===== src/design/cbfm_consts.svh =====
`ifndef CBFM_CONSTS_SVH
`define CBFM_CONSTS_SVH

// ----------------------------------------------------------------------
// Clock and timeout figures
// ----------------------------------------------------------------------
// Clock period in picoseconds (200 MHz)
`define CBFM_CLK_PERIOD_PS 5000
// Failure timeout in nanoseconds
`define CBFM_TIMEOUT_NS 40000
// Timeout in clock cycles, rounded down
`define CBFM_TIMEOUT_CYC ((`CBFM_TIMEOUT_NS * 1000) / `CBFM_CLK_PERIOD_PS)

// ----------------------------------------------------------------------
// Thermal figures, degrees Celsius, applied by the sensing comparators
// ----------------------------------------------------------------------
`define CBFM_TEMP_SHUT_C 165
`define CBFM_TEMP_HYST_C 15

// ----------------------------------------------------------------------
// Pulse and edge counting
// ----------------------------------------------------------------------
// Pulse count difference that declares a wire failure
`define CBFM_PULSE_DIFF 3'h4
// Reference pulses needed before a recovery decision
`define CBFM_REC_PULSES 3'h4
// Edges on the failed wire by the fourth rising edge: three whole
// pulses and one more rise, since the decision is taken at that rise
`define CBFM_REC_EDGES 4'h7
// Saturation values of the counters
`define CBFM_PCNT_MAX 3'h7
`define CBFM_ECNT_MAX 4'hf

// ----------------------------------------------------------------------
// Wire and timer indices
// ----------------------------------------------------------------------
`define CBFM_W_HI 0
`define CBFM_W_LO 1
`define CBFM_T_HI_DOM 0
`define CBFM_T_LO_DOM 1
`define CBFM_T_RECES 2
`define CBFM_T_OV_SET 3
`define CBFM_T_OV_CLR 4
`define CBFM_NUM_TIMERS 5

`endif


===== src/design/cbfm_pkg.sv =====
// ----------------------------------------------------------------------
// Types of the bus failure manager
// ----------------------------------------------------------------------
package cbfm_pkg;

  // Failure state; open high wire and high wire to ground share a state
  typedef enum logic [2:0] {
    ST_OK      = 3'b000,
    ST_HI_LOST = 3'b001,
    ST_LO_OPEN = 3'b010,
    ST_HI_BATT = 3'b011,
    ST_LO_GND  = 3'b100,
    ST_LO_BATT = 3'b101
  } cbfm_state_t;

  // Receiver sensing mode
  typedef enum logic [1:0] {
    RX_DIFF = 2'b00,
    RX_HI   = 2'b01,
    RX_LO   = 2'b10
  } cbfm_rxmode_t;

endpackage : cbfm_pkg


===== src/design/cbfm_timer.sv =====
`timescale 1ns/1ps
`include "cbfm_consts.svh"

// ----------------------------------------------------------------------
// Failure timeout counter
// ----------------------------------------------------------------------
module cbfm_timer #(
  parameter logic [15:0] TERM = 16'h0010
) (
  input wire logic clk_in,
  input wire logic srst_in,
  input wire logic cond_in,
  input wire logic restart_in,
  output logic expired_out
);

  logic [15:0] cnt_r; // Cycles the condition has held
  logic [15:0] cnt_nxt; // Next count

  // Count while held; any break restarts the wait from zero
  // restart on interruption
  always_comb begin
    cnt_nxt = cnt_r;
    if (restart_in || !cond_in) begin
      cnt_nxt = 16'h0000;
    end else if (cnt_r != TERM) begin
      cnt_nxt = cnt_r + 16'h0001;
    end
  end

  // Register the count
  always_ff @(posedge clk_in) begin
    if (srst_in) begin
      cnt_r <= 16'h0000;
    end else begin
      cnt_r <= cnt_nxt;
    end
  end

  // Expiry stays high while the condition keeps holding and no restart comes
  assign expired_out = (cnt_r == TERM);
endmodule : cbfm_timer


===== src/design/cbfm_top.sv =====
// Operation
// - Overtemperature disables drivers until cooled past hysteresis
// - Detector moves switches to per-failure state
// - Fault flag low during failure, high after
// - Stuck-dominant shorts detected in any mode except while a short state is held; low battery short and pulse failures normal mode only
// - High wire lost when pulse counts differ four
// - Low wire open when pulse counts differ four
// - Open or grounded high keeps differential operation
// - Open high recovery after four pulse comparison
// - Open low recovery after four pulse comparison
// - High ground recovery by edge count comparison
// - High stuck dominant past timeout is failure
// - High battery short: high driver, termination off
// - Low stuck dominant past timeout is failure
// - Low ground short: low driver, termination off
// - Recessive for timeout returns to differential
// - Low overvoltage held for timeout is failure
// - Low battery short opens low termination only
// - Overvoltage gone for timeout recovers
`timescale 1ns/1ps
`include "cbfm_consts.svh"

module cbfm_top #(
  parameter logic [15:0] TIMEOUT_CYC = 16'(`CBFM_TIMEOUT_CYC)
) (
  input wire logic CLK_IN,
  input wire logic SRST_IN,
  input wire logic NORMAL_MODE_IN,
  input wire logic TXD_IN,
  input wire logic HI_DOM_IN,
  input wire logic LO_DOM_IN,
  input wire logic DIFF_DOM_IN,
  input wire logic LO_OVERV_IN,
  input wire logic OVERTEMP_IN,
  input wire logic TEMP_COOL_IN,
  output logic RXD_OUT,
  output logic HI_DRV_EN_OUT,
  output logic LO_DRV_EN_OUT,
  output logic HI_DRIVE_DOM_OUT,
  output logic LO_DRIVE_DOM_OUT,
  output logic HIGH_TERM_SWITCH_OUT,
  output logic LOW_TERM_SWITCH_OUT,
  output logic [1:0] RX_MODE_OUT,
  output logic [2:0] FAIL_STATE_OUT,
  output logic ERR_N_OUT
);

  // --------------------------------------------------------------------
  // Declarations
  // --------------------------------------------------------------------
  cbfm_pkg::cbfm_state_t st_r; // Failure state
  cbfm_pkg::cbfm_state_t st_nxt; // Next failure state
  logic therm_off_r; // Drivers held off by heat
  logic therm_off_nxt; // Next thermal latch
  logic [1:0] dom_q_r; // Wire levels of the previous cycle
  logic [1:0] dom_now; // Wire levels of this cycle
  logic [2:0] pcnt_r [2]; // Pulse count per wire
  logic [2:0] pcnt_nxt [2]; // Next pulse counts
  logic [3:0] ecnt_r [2]; // Edge count per wire
  logic [3:0] ecnt_nxt [2]; // Next edge counts
  logic [`CBFM_NUM_TIMERS-1:0] t_cond; // Conditions being timed
  logic [`CBFM_NUM_TIMERS-1:0] t_exp; // Conditions held a full timeout
  logic st_chg; // State changes at this edge
  logic rxd_nxt; // Next receive data
  logic hi_en_nxt; // Next high driver enable
  logic lo_en_nxt; // Next low driver enable
  logic hi_term_nxt; // Next high termination switch
  logic lo_term_nxt; // Next low termination switch
  cbfm_pkg::cbfm_rxmode_t rx_nxt; // Next receive mode

  // Saturating increment of a pulse count
  function automatic logic [2:0] pinc(input logic [2:0] c,
                                      input logic hit);
    pinc = (hit && c != `CBFM_PCNT_MAX) ? c + 3'h1 : c;
  endfunction : pinc

  // Saturating increment of an edge count
  function automatic logic [3:0] einc(input logic [3:0] c,
                                      input logic hit);
    einc = (hit && c != `CBFM_ECNT_MAX) ? c + 4'h1 : c;
  endfunction : einc

  // --------------------------------------------------------------------
  // Timeout timers
  // --------------------------------------------------------------------
  // Conditions watched for a full timeout
  always_comb begin
    t_cond[`CBFM_T_HI_DOM] = HI_DOM_IN;
    t_cond[`CBFM_T_LO_DOM] = LO_DOM_IN;
    t_cond[`CBFM_T_RECES] = !DIFF_DOM_IN;
    t_cond[`CBFM_T_OV_SET] = LO_OVERV_IN;
    t_cond[`CBFM_T_OV_CLR] = !LO_OVERV_IN;
  end

  // Every timer restarts when the state moves, so each decision
  // waits a full timeout counted inside its own state
  genvar gi;
  generate
    for (gi = 0; gi < `CBFM_NUM_TIMERS; gi++) begin : g_tmr
      cbfm_timer #(.TERM(TIMEOUT_CYC)) u_tmr (
        .clk_in(CLK_IN),
        .srst_in(SRST_IN),
        .cond_in(t_cond[gi]),
        .restart_in(st_chg),
        .expired_out(t_exp[gi])
      );
    end
  endgenerate

  // --------------------------------------------------------------------
  // Failure state machine
  // --------------------------------------------------------------------
  // Pulse failures and the low battery short are judged only in normal mode; stuck-dominant shorts in any mode
  always_comb begin
    st_nxt = st_r;
    case (st_r)
      cbfm_pkg::ST_OK: begin
        if (NORMAL_MODE_IN && t_exp[`CBFM_T_OV_SET]) begin
          st_nxt = cbfm_pkg::ST_LO_BATT;
        end else if (NORMAL_MODE_IN &&
                     pcnt_r[`CBFM_W_LO] == `CBFM_PULSE_DIFF) begin
          st_nxt = cbfm_pkg::ST_HI_LOST;
        end else if (NORMAL_MODE_IN &&
                     pcnt_r[`CBFM_W_HI] == `CBFM_PULSE_DIFF) begin
          st_nxt = cbfm_pkg::ST_LO_OPEN;
        end
      end
      cbfm_pkg::ST_HI_LOST: begin
        if (pcnt_r[`CBFM_W_LO] >= `CBFM_REC_PULSES &&
            pcnt_r[`CBFM_W_HI] >= `CBFM_REC_PULSES &&
            ecnt_r[`CBFM_W_HI] >= `CBFM_REC_EDGES) begin
          st_nxt = cbfm_pkg::ST_OK;
        end
      end
      cbfm_pkg::ST_LO_OPEN: begin
        if (pcnt_r[`CBFM_W_HI] >= `CBFM_REC_PULSES &&
            pcnt_r[`CBFM_W_LO] >= `CBFM_REC_PULSES) begin
          st_nxt = cbfm_pkg::ST_OK;
        end
      end
      cbfm_pkg::ST_HI_BATT, cbfm_pkg::ST_LO_GND: begin
        if (t_exp[`CBFM_T_RECES]) begin
          st_nxt = cbfm_pkg::ST_OK;
        end
      end
      cbfm_pkg::ST_LO_BATT: begin
        if (t_exp[`CBFM_T_OV_CLR]) begin
          st_nxt = cbfm_pkg::ST_OK;
        end
      end
      default: begin
        st_nxt = cbfm_pkg::ST_OK;
      end
    endcase
    if (st_r != cbfm_pkg::ST_HI_BATT && st_r != cbfm_pkg::ST_LO_GND) begin
      if (t_exp[`CBFM_T_HI_DOM]) begin
        st_nxt = cbfm_pkg::ST_HI_BATT;
      end else if (t_exp[`CBFM_T_LO_DOM]) begin
        st_nxt = cbfm_pkg::ST_LO_GND;
      end
    end
  end

  assign st_chg = (st_nxt != st_r);

  // Register the state
  always_ff @(posedge CLK_IN) begin
    if (SRST_IN) begin
      st_r <= cbfm_pkg::ST_OK;
    end else begin
      st_r <= st_nxt;
    end
  end

  // --------------------------------------------------------------------
  // Pulse and edge counters
  // --------------------------------------------------------------------
  assign dom_now = {LO_DOM_IN, HI_DOM_IN};

  // Without a failure both counts are trimmed together, so what stays
  // is the difference; in a failure state they count freely
  always_comb begin
    for (int w = 0; w < 2; w++) begin
      pcnt_nxt[w] = pinc(pcnt_r[w], dom_now[w] && !dom_q_r[w]);
      ecnt_nxt[w] = einc(ecnt_r[w], dom_now[w] != dom_q_r[w]);
    end
    if (st_r == cbfm_pkg::ST_OK) begin
      ecnt_nxt[0] = 4'h0;
      ecnt_nxt[1] = 4'h0;
      if (pcnt_nxt[0] != 3'h0 && pcnt_nxt[1] != 3'h0) begin
        pcnt_nxt[0] = pcnt_nxt[0] - 3'h1;
        pcnt_nxt[1] = pcnt_nxt[1] - 3'h1;
      end
    end
    // Reference wire reached four without a match: try again
    if ((st_r == cbfm_pkg::ST_HI_LOST &&
         pcnt_r[`CBFM_W_LO] >= `CBFM_REC_PULSES) ||
        (st_r == cbfm_pkg::ST_LO_OPEN &&
         pcnt_r[`CBFM_W_HI] >= `CBFM_REC_PULSES)) begin
      for (int w = 0; w < 2; w++) begin
        pcnt_nxt[w] = 3'h0;
        ecnt_nxt[w] = 4'h0;
      end
    end
    if (st_chg || !NORMAL_MODE_IN) begin
      for (int w = 0; w < 2; w++) begin
        pcnt_nxt[w] = 3'h0;
        ecnt_nxt[w] = 4'h0;
      end
    end
  end

  // Register counters and previous wire levels
  always_ff @(posedge CLK_IN) begin
    if (SRST_IN) begin
      dom_q_r <= 2'h0;
      for (int w = 0; w < 2; w++) begin
        pcnt_r[w] <= 3'h0;
        ecnt_r[w] <= 4'h0;
      end
    end else begin
      dom_q_r <= dom_now;
      for (int w = 0; w < 2; w++) begin
        pcnt_r[w] <= pcnt_nxt[w];
        ecnt_r[w] <= ecnt_nxt[w];
      end
    end
  end

  // --------------------------------------------------------------------
  // Thermal latch and switch outputs
  // --------------------------------------------------------------------
  // Outputs follow the next state so they line up with st_r
  always_comb begin
    // off when hot, on when cool
    therm_off_nxt = therm_off_r ? !TEMP_COOL_IN : OVERTEMP_IN;
    if (OVERTEMP_IN) begin
      therm_off_nxt = 1'b1;
    end
    hi_en_nxt = 1'b1;
    lo_en_nxt = 1'b1;
    hi_term_nxt = 1'b1;
    lo_term_nxt = 1'b1;
    rx_nxt = cbfm_pkg::RX_DIFF;
    case (st_nxt)
      cbfm_pkg::ST_HI_BATT: begin
        hi_en_nxt = 1'b0;
        hi_term_nxt = 1'b0;
        rx_nxt = cbfm_pkg::RX_LO;
      end
      cbfm_pkg::ST_LO_GND: begin
        lo_en_nxt = 1'b0;
        lo_term_nxt = 1'b0;
        rx_nxt = cbfm_pkg::RX_HI;
      end
      cbfm_pkg::ST_LO_BATT: begin
        lo_term_nxt = 1'b0;
        rx_nxt = cbfm_pkg::RX_HI;
      end
      default: begin
        rx_nxt = cbfm_pkg::RX_DIFF;
      end
    endcase
    if (therm_off_nxt) begin
      hi_en_nxt = 1'b0;
      lo_en_nxt = 1'b0;
    end
    // Receive data from the selected comparator, low when dominant
    case (rx_nxt)
      cbfm_pkg::RX_HI: rxd_nxt = !HI_DOM_IN;
      cbfm_pkg::RX_LO: rxd_nxt = !LO_DOM_IN;
      default: rxd_nxt = !DIFF_DOM_IN;
    endcase
  end

  // Register all outputs
  always_ff @(posedge CLK_IN) begin
    if (SRST_IN) begin
      therm_off_r <= 1'b0;
      RXD_OUT <= 1'b1;
      HI_DRV_EN_OUT <= 1'b1;
      LO_DRV_EN_OUT <= 1'b1;
      HI_DRIVE_DOM_OUT <= 1'b0;
      LO_DRIVE_DOM_OUT <= 1'b0;
      HIGH_TERM_SWITCH_OUT <= 1'b1;
      LOW_TERM_SWITCH_OUT <= 1'b1;
      RX_MODE_OUT <= cbfm_pkg::RX_DIFF;
      FAIL_STATE_OUT <= cbfm_pkg::ST_OK;
      ERR_N_OUT <= 1'b1;
    end else begin
      therm_off_r <= therm_off_nxt;
      RXD_OUT <= rxd_nxt;
      HI_DRV_EN_OUT <= hi_en_nxt;
      LO_DRV_EN_OUT <= lo_en_nxt;
      HI_DRIVE_DOM_OUT <= hi_en_nxt && !TXD_IN;
      LO_DRIVE_DOM_OUT <= lo_en_nxt && !TXD_IN;
      HIGH_TERM_SWITCH_OUT <= hi_term_nxt;
      LOW_TERM_SWITCH_OUT <= lo_term_nxt;
      RX_MODE_OUT <= rx_nxt;
      FAIL_STATE_OUT <= st_nxt;
      ERR_N_OUT <= (st_nxt == cbfm_pkg::ST_OK);
    end
  end
endmodule : cbfm_top


===== config.mk =====
export PLATFORM = sky130hd
export DESIGN_NAME = cbfm_top
export DESIGN_NICKNAME = d
export VERILOG_FILES = /design/src/design/cbfm_pkg.sv /design/src/design/cbfm_timer.sv /design/src/design/cbfm_top.sv
export VERILOG_INCLUDE_DIRS = /design/src /design/src/design
export SDC_FILE = /design/constraint.sdc
export NUM_CORES = 1
export LEC_CHECK = 0
export ABC_AREA = 1
export ABC_CLOCK_PERIOD_IN_PS = 2800
export BUFFER_PORTS_ARGS = -buffer_cell sky130_fd_sc_hd__buf_2
export CAP_MARGIN = 20
export CORE_MARGIN = 2
export CORE_UTILIZATION = 55
export CTS_CLUSTER_DIAMETER = 30
export DETAILED_ROUTE_END_ITERATION = 7
export PLACE_DENSITY = 0.72
export SYNTH_ARGS = -nofsm -noshare
export SYNTH_HDL_FRONTEND = slang
export SYNTH_SLANG_ARGS = --single-unit

===== constraint.sdc =====
create_clock -name CLK_IN -period 2.8 [get_ports CLK_IN]
set_input_delay 0.56 -clock CLK_IN [delete_from_list [all_inputs] [get_ports CLK_IN]]
set_output_delay 0.56 -clock CLK_IN [all_outputs]
set_load 0.005 [all_outputs]

==> flow_metrics.tcl, run 1 <==
set metrics [dict create \
    syn-cell-area_mm2 0.00552 \
    die_w_um 104 \
    grt.total_usage 0.192 \
    drt-initial-drc-count 138 \
    place_congestion 0.784 \
    multi_input_area_mm2 0.00300 \
    synth_fp_nets 694 \
    wire_per_inst_um 11.7 \
    seq_area_mm2 0.00212 \
    dieArea_mm2 0.0108 \
    antenna_left 0 \
    cp_common_cell "ha_1" \
    fillers 873 \
    maxSlewHeadroom 0.660 \
    clockBufferDepth 2 \
    syn_to_final_growth_pct 7.82 \
    min_path_type "input port to flop" \
    portBuffers 22 \
    rows 36 \
    rsz0062_at_grt "false" \
    power.density_mw_per_mm2 642 \
    yosysTopAreaCell "dfxtp_1" \
    h-tree-depth 3 \
    crit_chain "ha_1 -> ha_1 -> or3_1 -> xor2_1 -> ha_1 -> ha_1 -> nor2_1 -> nand2_1 -> mux2_2 -> nor2_1" \
    yosysMostFrequentCell "nor2_1" \
    vias_per_cell 4.81 \
    ir_drop_uv 337 \
    first_pass_iters 4 \
    cp_data_arrival_time_ns 2.88 \
    start_kind "flop" \
    drive_gt1_frac 0.171 \
    synth_edf_count 0 \
    crit_family "simple AND/OR/NAND/NOR gates" \
    dp_hpwl_mm 7.32 \
    finClkSkew_ns 0.00818 \
    core-area_mm2 0.00977 \
    synth_area_leaders "dfxtp_1, xor2_1, nor2_1" \
    fin_crit_sh 0.914 \
    path_buf_inv 0 \
    avgSynthCellArea_um2 8.37 \
    cts.sinks 106 \
    grt_pass1_vias 3998 \
    cp_max_fo 6 \
    min_period_ns 2.56 \
    fin_hold_ws_ns 0.343 \
    slew_violations 0 \
    setup_viol 0 \
    antenna_found_initial 0 \
    yosysUniqueCellTypes 39 \
    post-route-drc-count 0 \
    hold_buffers 0 \
    synth_common_cells "nor2_1, dfxtp_1, nand2_1" \
    crit_required_ns 3.12 \
    power_mw 3.82 \
    cts_tree "yes" \
    ys_ff_latch 106 \
    grt_busiest_layer "met2" \
    vias 3969 \
    power.static_leakage_nw 2.36 \
    cpMaxStageDelayCell "or3_1" \
    cts_made_buffers 9 \
    hold_viol 0 \
    worstMarginPinSlew_ns 0.505 \
    insertedDiodeCount 0 \
    ctsResizeCount 0 \
    fin_tns_setup_ns 0 \
    grt_max_degree 18 \
    met2_usage 0.337 \
    die_h_um 104 \
    grt_pass1_wl_mm 17.0 \
    path_clk_slew_ns 0.09 \
    wl_mm 9.62 \
    critical_path_class "flop to flop" \
    clockRootBuffer "clkbuf_8" \
    top_level_ports 23 \
    grt_overflow_total 0 \
    synth_flop_cell "dfxtp_1" \
    synth-warning-count 0 \
    grt_util_met1 0.222 \
    max_stage_delay_ns 0.42 \
    status "complete, no violations" \
    postCtsSetupBuffers 0 \
    crit_path_end_kind "flop" \
    synthCells 659 \
    max_freq_mhz 391 \
    seq_area_frac_synth 0.385 \
    async_flop_share 0 \
    layout.nets 722 \
    maxCapViolCount 0 \
    grt_use_met3 0.0564 \
    yosys.area.top_type_share 0.385 \
    initial_core_util 0.564 \
    clk_latency_ns 0.39 \
]
## final timing paths
kind                startpoint               end  slack, ns  cells after the start
setup / recovery  pcnt_r[0][3]      pcnt_r[0][1]       0.24                     10
hold / removal          TXD_IN  LO_DRIVE_DOM_OUT       0.34                      2
setup reg to reg  pcnt_r[0][3]      pcnt_r[0][1]       0.24                     10
hold reg to reg    therm_off_r       therm_off_r       0.52                      2
## per-layer routing
layer / share of wire / up-vias
met5: 0 / -
met4: 0.016 / 0
met3: 0.035 / 15
met2: 0.50 / 36
met1: 0.45 / 1814
li1: - / 2104
## cells by family (layout without fill, tap and decap cells)
| group | count (synthesis) | count (layout) | synth area share |
|---|---|---|---|
| xor+xnor | 79 | 79 | 0.125 |
| flops | 106 | 106 | 0.385 |
| simple gates | 328 | 328 | 0.320 |
| compound gates | 19 | 19 | 0.0200 |
| fa+ha+maj | 25 | 25 | 0.0567 |
| mux | 12 | 12 | 0.0227 |
| buf+inv | 90 | 123 | 0.0710 |
## area by class of cell
class                           count  area share
Timing Repair Buffer               25      0.0223
Sequential cell                   106       0.357
Inverter                           82      0.0517
Clock inverter                      6      0.0149
Tap cell                          133      0.0280
Clock buffer                       10      0.0215
Multi-Input combinational cell    463       0.505
## per-stage QoR
step | worst slack (ns) | util | instance area (µm²) | std cells
after floorplan | 0.425 | - | 5520 | 659
after global placement | 0.417 | 0.586 | 5730 | 809
after detailed placement | 0.262 | 0.586 | 5730 | 809
after CTS | 0.226 | 0.609 | 5950 | 825
after global routing | 0.0705 | 0.609 | 5950 | 825
final | 0.240 | 0.609 | 5950 | 825
## layout by cell type, fill, tap and decap left out, types with 4 or more instances in the layout
master	count
ha_1	25
xnor2_1	18
buf_2	22
nand4_1	11
nor3_1	10
nor2_2	5
mux2_2	4
inv_2	9
clkbuf_8	9
xor2_1	61
nor2_4	30
a21oi_1	7
nor2_1	114
mux2i_1	8
nand3_1	37
nand2_2	16
inv_1	73
nand2_1	86
dfxtp_1	106
o21ai_0	7
## sequential cells by signal, indices dropped and copies added, names as in the netlist, 2 cells and up
name and cells:
RX_MODE_OUT 2, pcnt_r 6, g_tmr.u_tmr.cnt_r 80, FAIL_STATE_OUT 3, dom_q_r 2, ecnt_r 4
## power breakdown
group	internal [mW]	switching (mW)
clock network	0.505	0.518
logic	0.385	0.721
registers	1.60	0.0861
total	2.49	1.33
Power figures use the tool's default switching activity.
==> inputs of run 2 (changes only) <==
ABC_CLOCK_PERIOD_IN_PS = 2400   (was 2800)
clock period = 2.4 ns   (was 2.8 ns; I/O delays follow)
==> run 2 against run 1 <==
Net effect: die area unchanged; cell count is 1.2% higher; maximum frequency up 8.7%; critical path depth unchanged; clock skew grew 0.0020 ns; utilization rose by 1.7 points; total power increased by 18%; register-to-register slack lost 0.20 ns; clock power hardly changed; clock-buffer cell count up 1; combinational power is 37% higher; first-iteration DRC count down 6.5%.
==> flow_metrics.tcl, run 2 (same netlist as run 1, synthesis figures left out) <==
set metrics [dict create \
    clk_latency_ns 0.38 \
    critical_path_class "flop to flop" \
    grt_max_degree 17 \
    top_level_ports 23 \
    hold_buffers 0 \
    min_path_type "input port to flop" \
    cts.sinks 106 \
    drive_gt1_frac 0.214 \
    cp_max_fo 6 \
    antenna_found_initial 0 \
    place_area_mm2 0.00579 \
    final_common_cell "nor2_1" \
    most-common-layout-cells "nor2_1, dfxtp_1, nand2_1" \
    layout.nets 732 \
    fillers 877 \
    place_ws_ns -0.125 \
    min_period_ns 2.36 \
    finClkSkew_ns 0.0102 \
    status "complete, no violations" \
    path_clk_slew_ns 0.09 \
    insertedDiodeCount 0 \
    crit_required_ns 2.72 \
    cp_data_arrival_time_ns 2.67 \
    grt_pass1_vias 3935 \
    maxSlewHeadroom 0.709 \
    post-route-drc-count 0 \
    portBuffers 22 \
    setup_viol 0 \
    min_to "HI_DRIVE_DOM_OUT" \
    initial_core_util 0.564 \
    antenna_left 0 \
    hold_viol 0 \
    hp-start "TXD_IN" \
    dp.cells 812 \
    vias_per_cell 4.80 \
    h-tree-depth 3 \
    cts_made_buffers 9 \
    dp_hpwl_mm 7.15 \
    clockBufferDepth 2 \
    slew_violations 0 \
    core-area_mm2 0.00977 \
    place_congestion 0.787 \
    grt.total_usage 0.187 \
    start_kind "flop" \
    stdcell_count 835 \
    finalWorstSetupSlack_ns 0.0440 \
    final_area_mm2 0.00611 \
    rsz0062_at_grt "true" \
    syn_to_final_growth_pct 10.8 \
    ir_drop_uv 410 \
    maxCapViolCount 0 \
    die_w_um 104 \
    drt-initial-drc-count 129 \
    reg_top3 "g_tmr.u_tmr.cnt_r: 80 flops, pcnt_r: 6 flops, ecnt_r: 4 flops" \
    clockRootBuffer "clkbuf_8" \
    worstMarginPinSlew_ns 0.433 \
    first_pass_iters 4 \
    fin_tns_setup_ns 0 \
    rows 36 \
    crit_path_end_kind "flop" \
    wl_mm 9.69 \
    cts_tree "yes" \
    max_freq_mhz 424 \
    power.density_mw_per_mm2 740 \
    wire_per_inst_um 11.6 \
    dieArea_mm2 0.0108 \
    r2r_slack_ns 0.04 \
    holdPathStages 2 \
    vias 4008 \
    rr_startpoint "pcnt_r[0][3]" \
    reg2regPathDepth 10 \
    power.static_leakage_nw 2.43 \
    grt_overflow_total 0 \
    max_flop_register "g_tmr.u_tmr.cnt_r" \
    fin_crit_sh 0.982 \
    largest_reg_flops 80 \
    die_h_um 104 \
    r2r_end "pcnt_r[0][4]" \
    grt_pass1_wl_mm 16.6 \
]
[run 2: cell types whose count changed in the layout (fill, tap and decap cells not counted), moves of 4 or more]
cell,previous run,this run
nor2_2,5,10
nor2_1,114,109
ha_2,0,4
ha_1,25,21
buf_4,3,9
[run 2: worst max-delay path, stage by stage, from the launching register on]
cell and delay (ns):
dfxtp_2 0.34, ha_2 0.18, ha_2 0.16, or3_4 0.42, buf_4 0.16, mux2i_2 0.20
ha_2 0.22, nor2_2 0.04, nand2_2 0.15, mux2_2 0.35, nor2_1 0.09
[run 2: how the worst max path moves through the flow]
| stage | from | cells after the start | to | slack (ns) |
|---|---|---|---|---|
| floorplan | pcnt_r[0][3] | 11 | pcnt_r[0][1] | 0.03 |
| global placement | pcnt_r[0][3] | 10 | pcnt_r[0][4] | 0.03 |
| detailed placement | pcnt_r[0][3] | 10 | pcnt_r[0][2] | -0.12 |
| CTS | pcnt_r[0][3] | 10 | pcnt_r[0][2] | 0.02 |
| global route | pcnt_r[0][3] | 16 | g_tmr[3].u_tmr.cnt_r[0] | -0.10 |
| finish | pcnt_r[0][3] | 10 | pcnt_r[0][4] | 0.04 |
[run 2: timing repair]
item	CTS	global route
pin swaps	5	7
gates cloned	0	1
setup endpoints to repair	6	43
gates resized for setup	10	13
setup buffers	2	4
[run 2: final cells by class]
class                      count  area [µm²]  area share
clock buffer                  11         151      0.0248
clock inverter                 5        28.8     0.00471
inverter                      82         308      0.0504
multi-input combinational    463        3070       0.502
sequential                   106        2130       0.348
tap                          133         166      0.0272
timing repair buffer          35         263      0.0430
[run 2: power breakdown]
part / internal [mW] / switching, mW / total, mW
registers: 1.87 / 0.105 / 1.98
logic: 0.617 / 0.907 / 1.52
clock network: 0.429 / 0.592 / 1.02
[run 2: routing by layer]
layer	up-vias	global-route usage	part of all wire
met5	-	0	0
met4	0	0.0492	0.011
met3	6	0.0633	0.031
met2	39	0.328	0.50
met1	1837	0.217	0.46
li1	2126	-	-
[run 2: metrics by stage]
step | util | total power [mW] | hold slack [ns]
finish | 0.625 | 4.52 | 0.272
global route | 0.625 | 4.82 | 0.234
CTS | 0.616 | 4.46 | 0.247
detailed placement | 0.593 | 3.38 | 0.515
global placement | 0.593 | 3.31 | 0.504
floorplan | - | 3.09 | 0.463
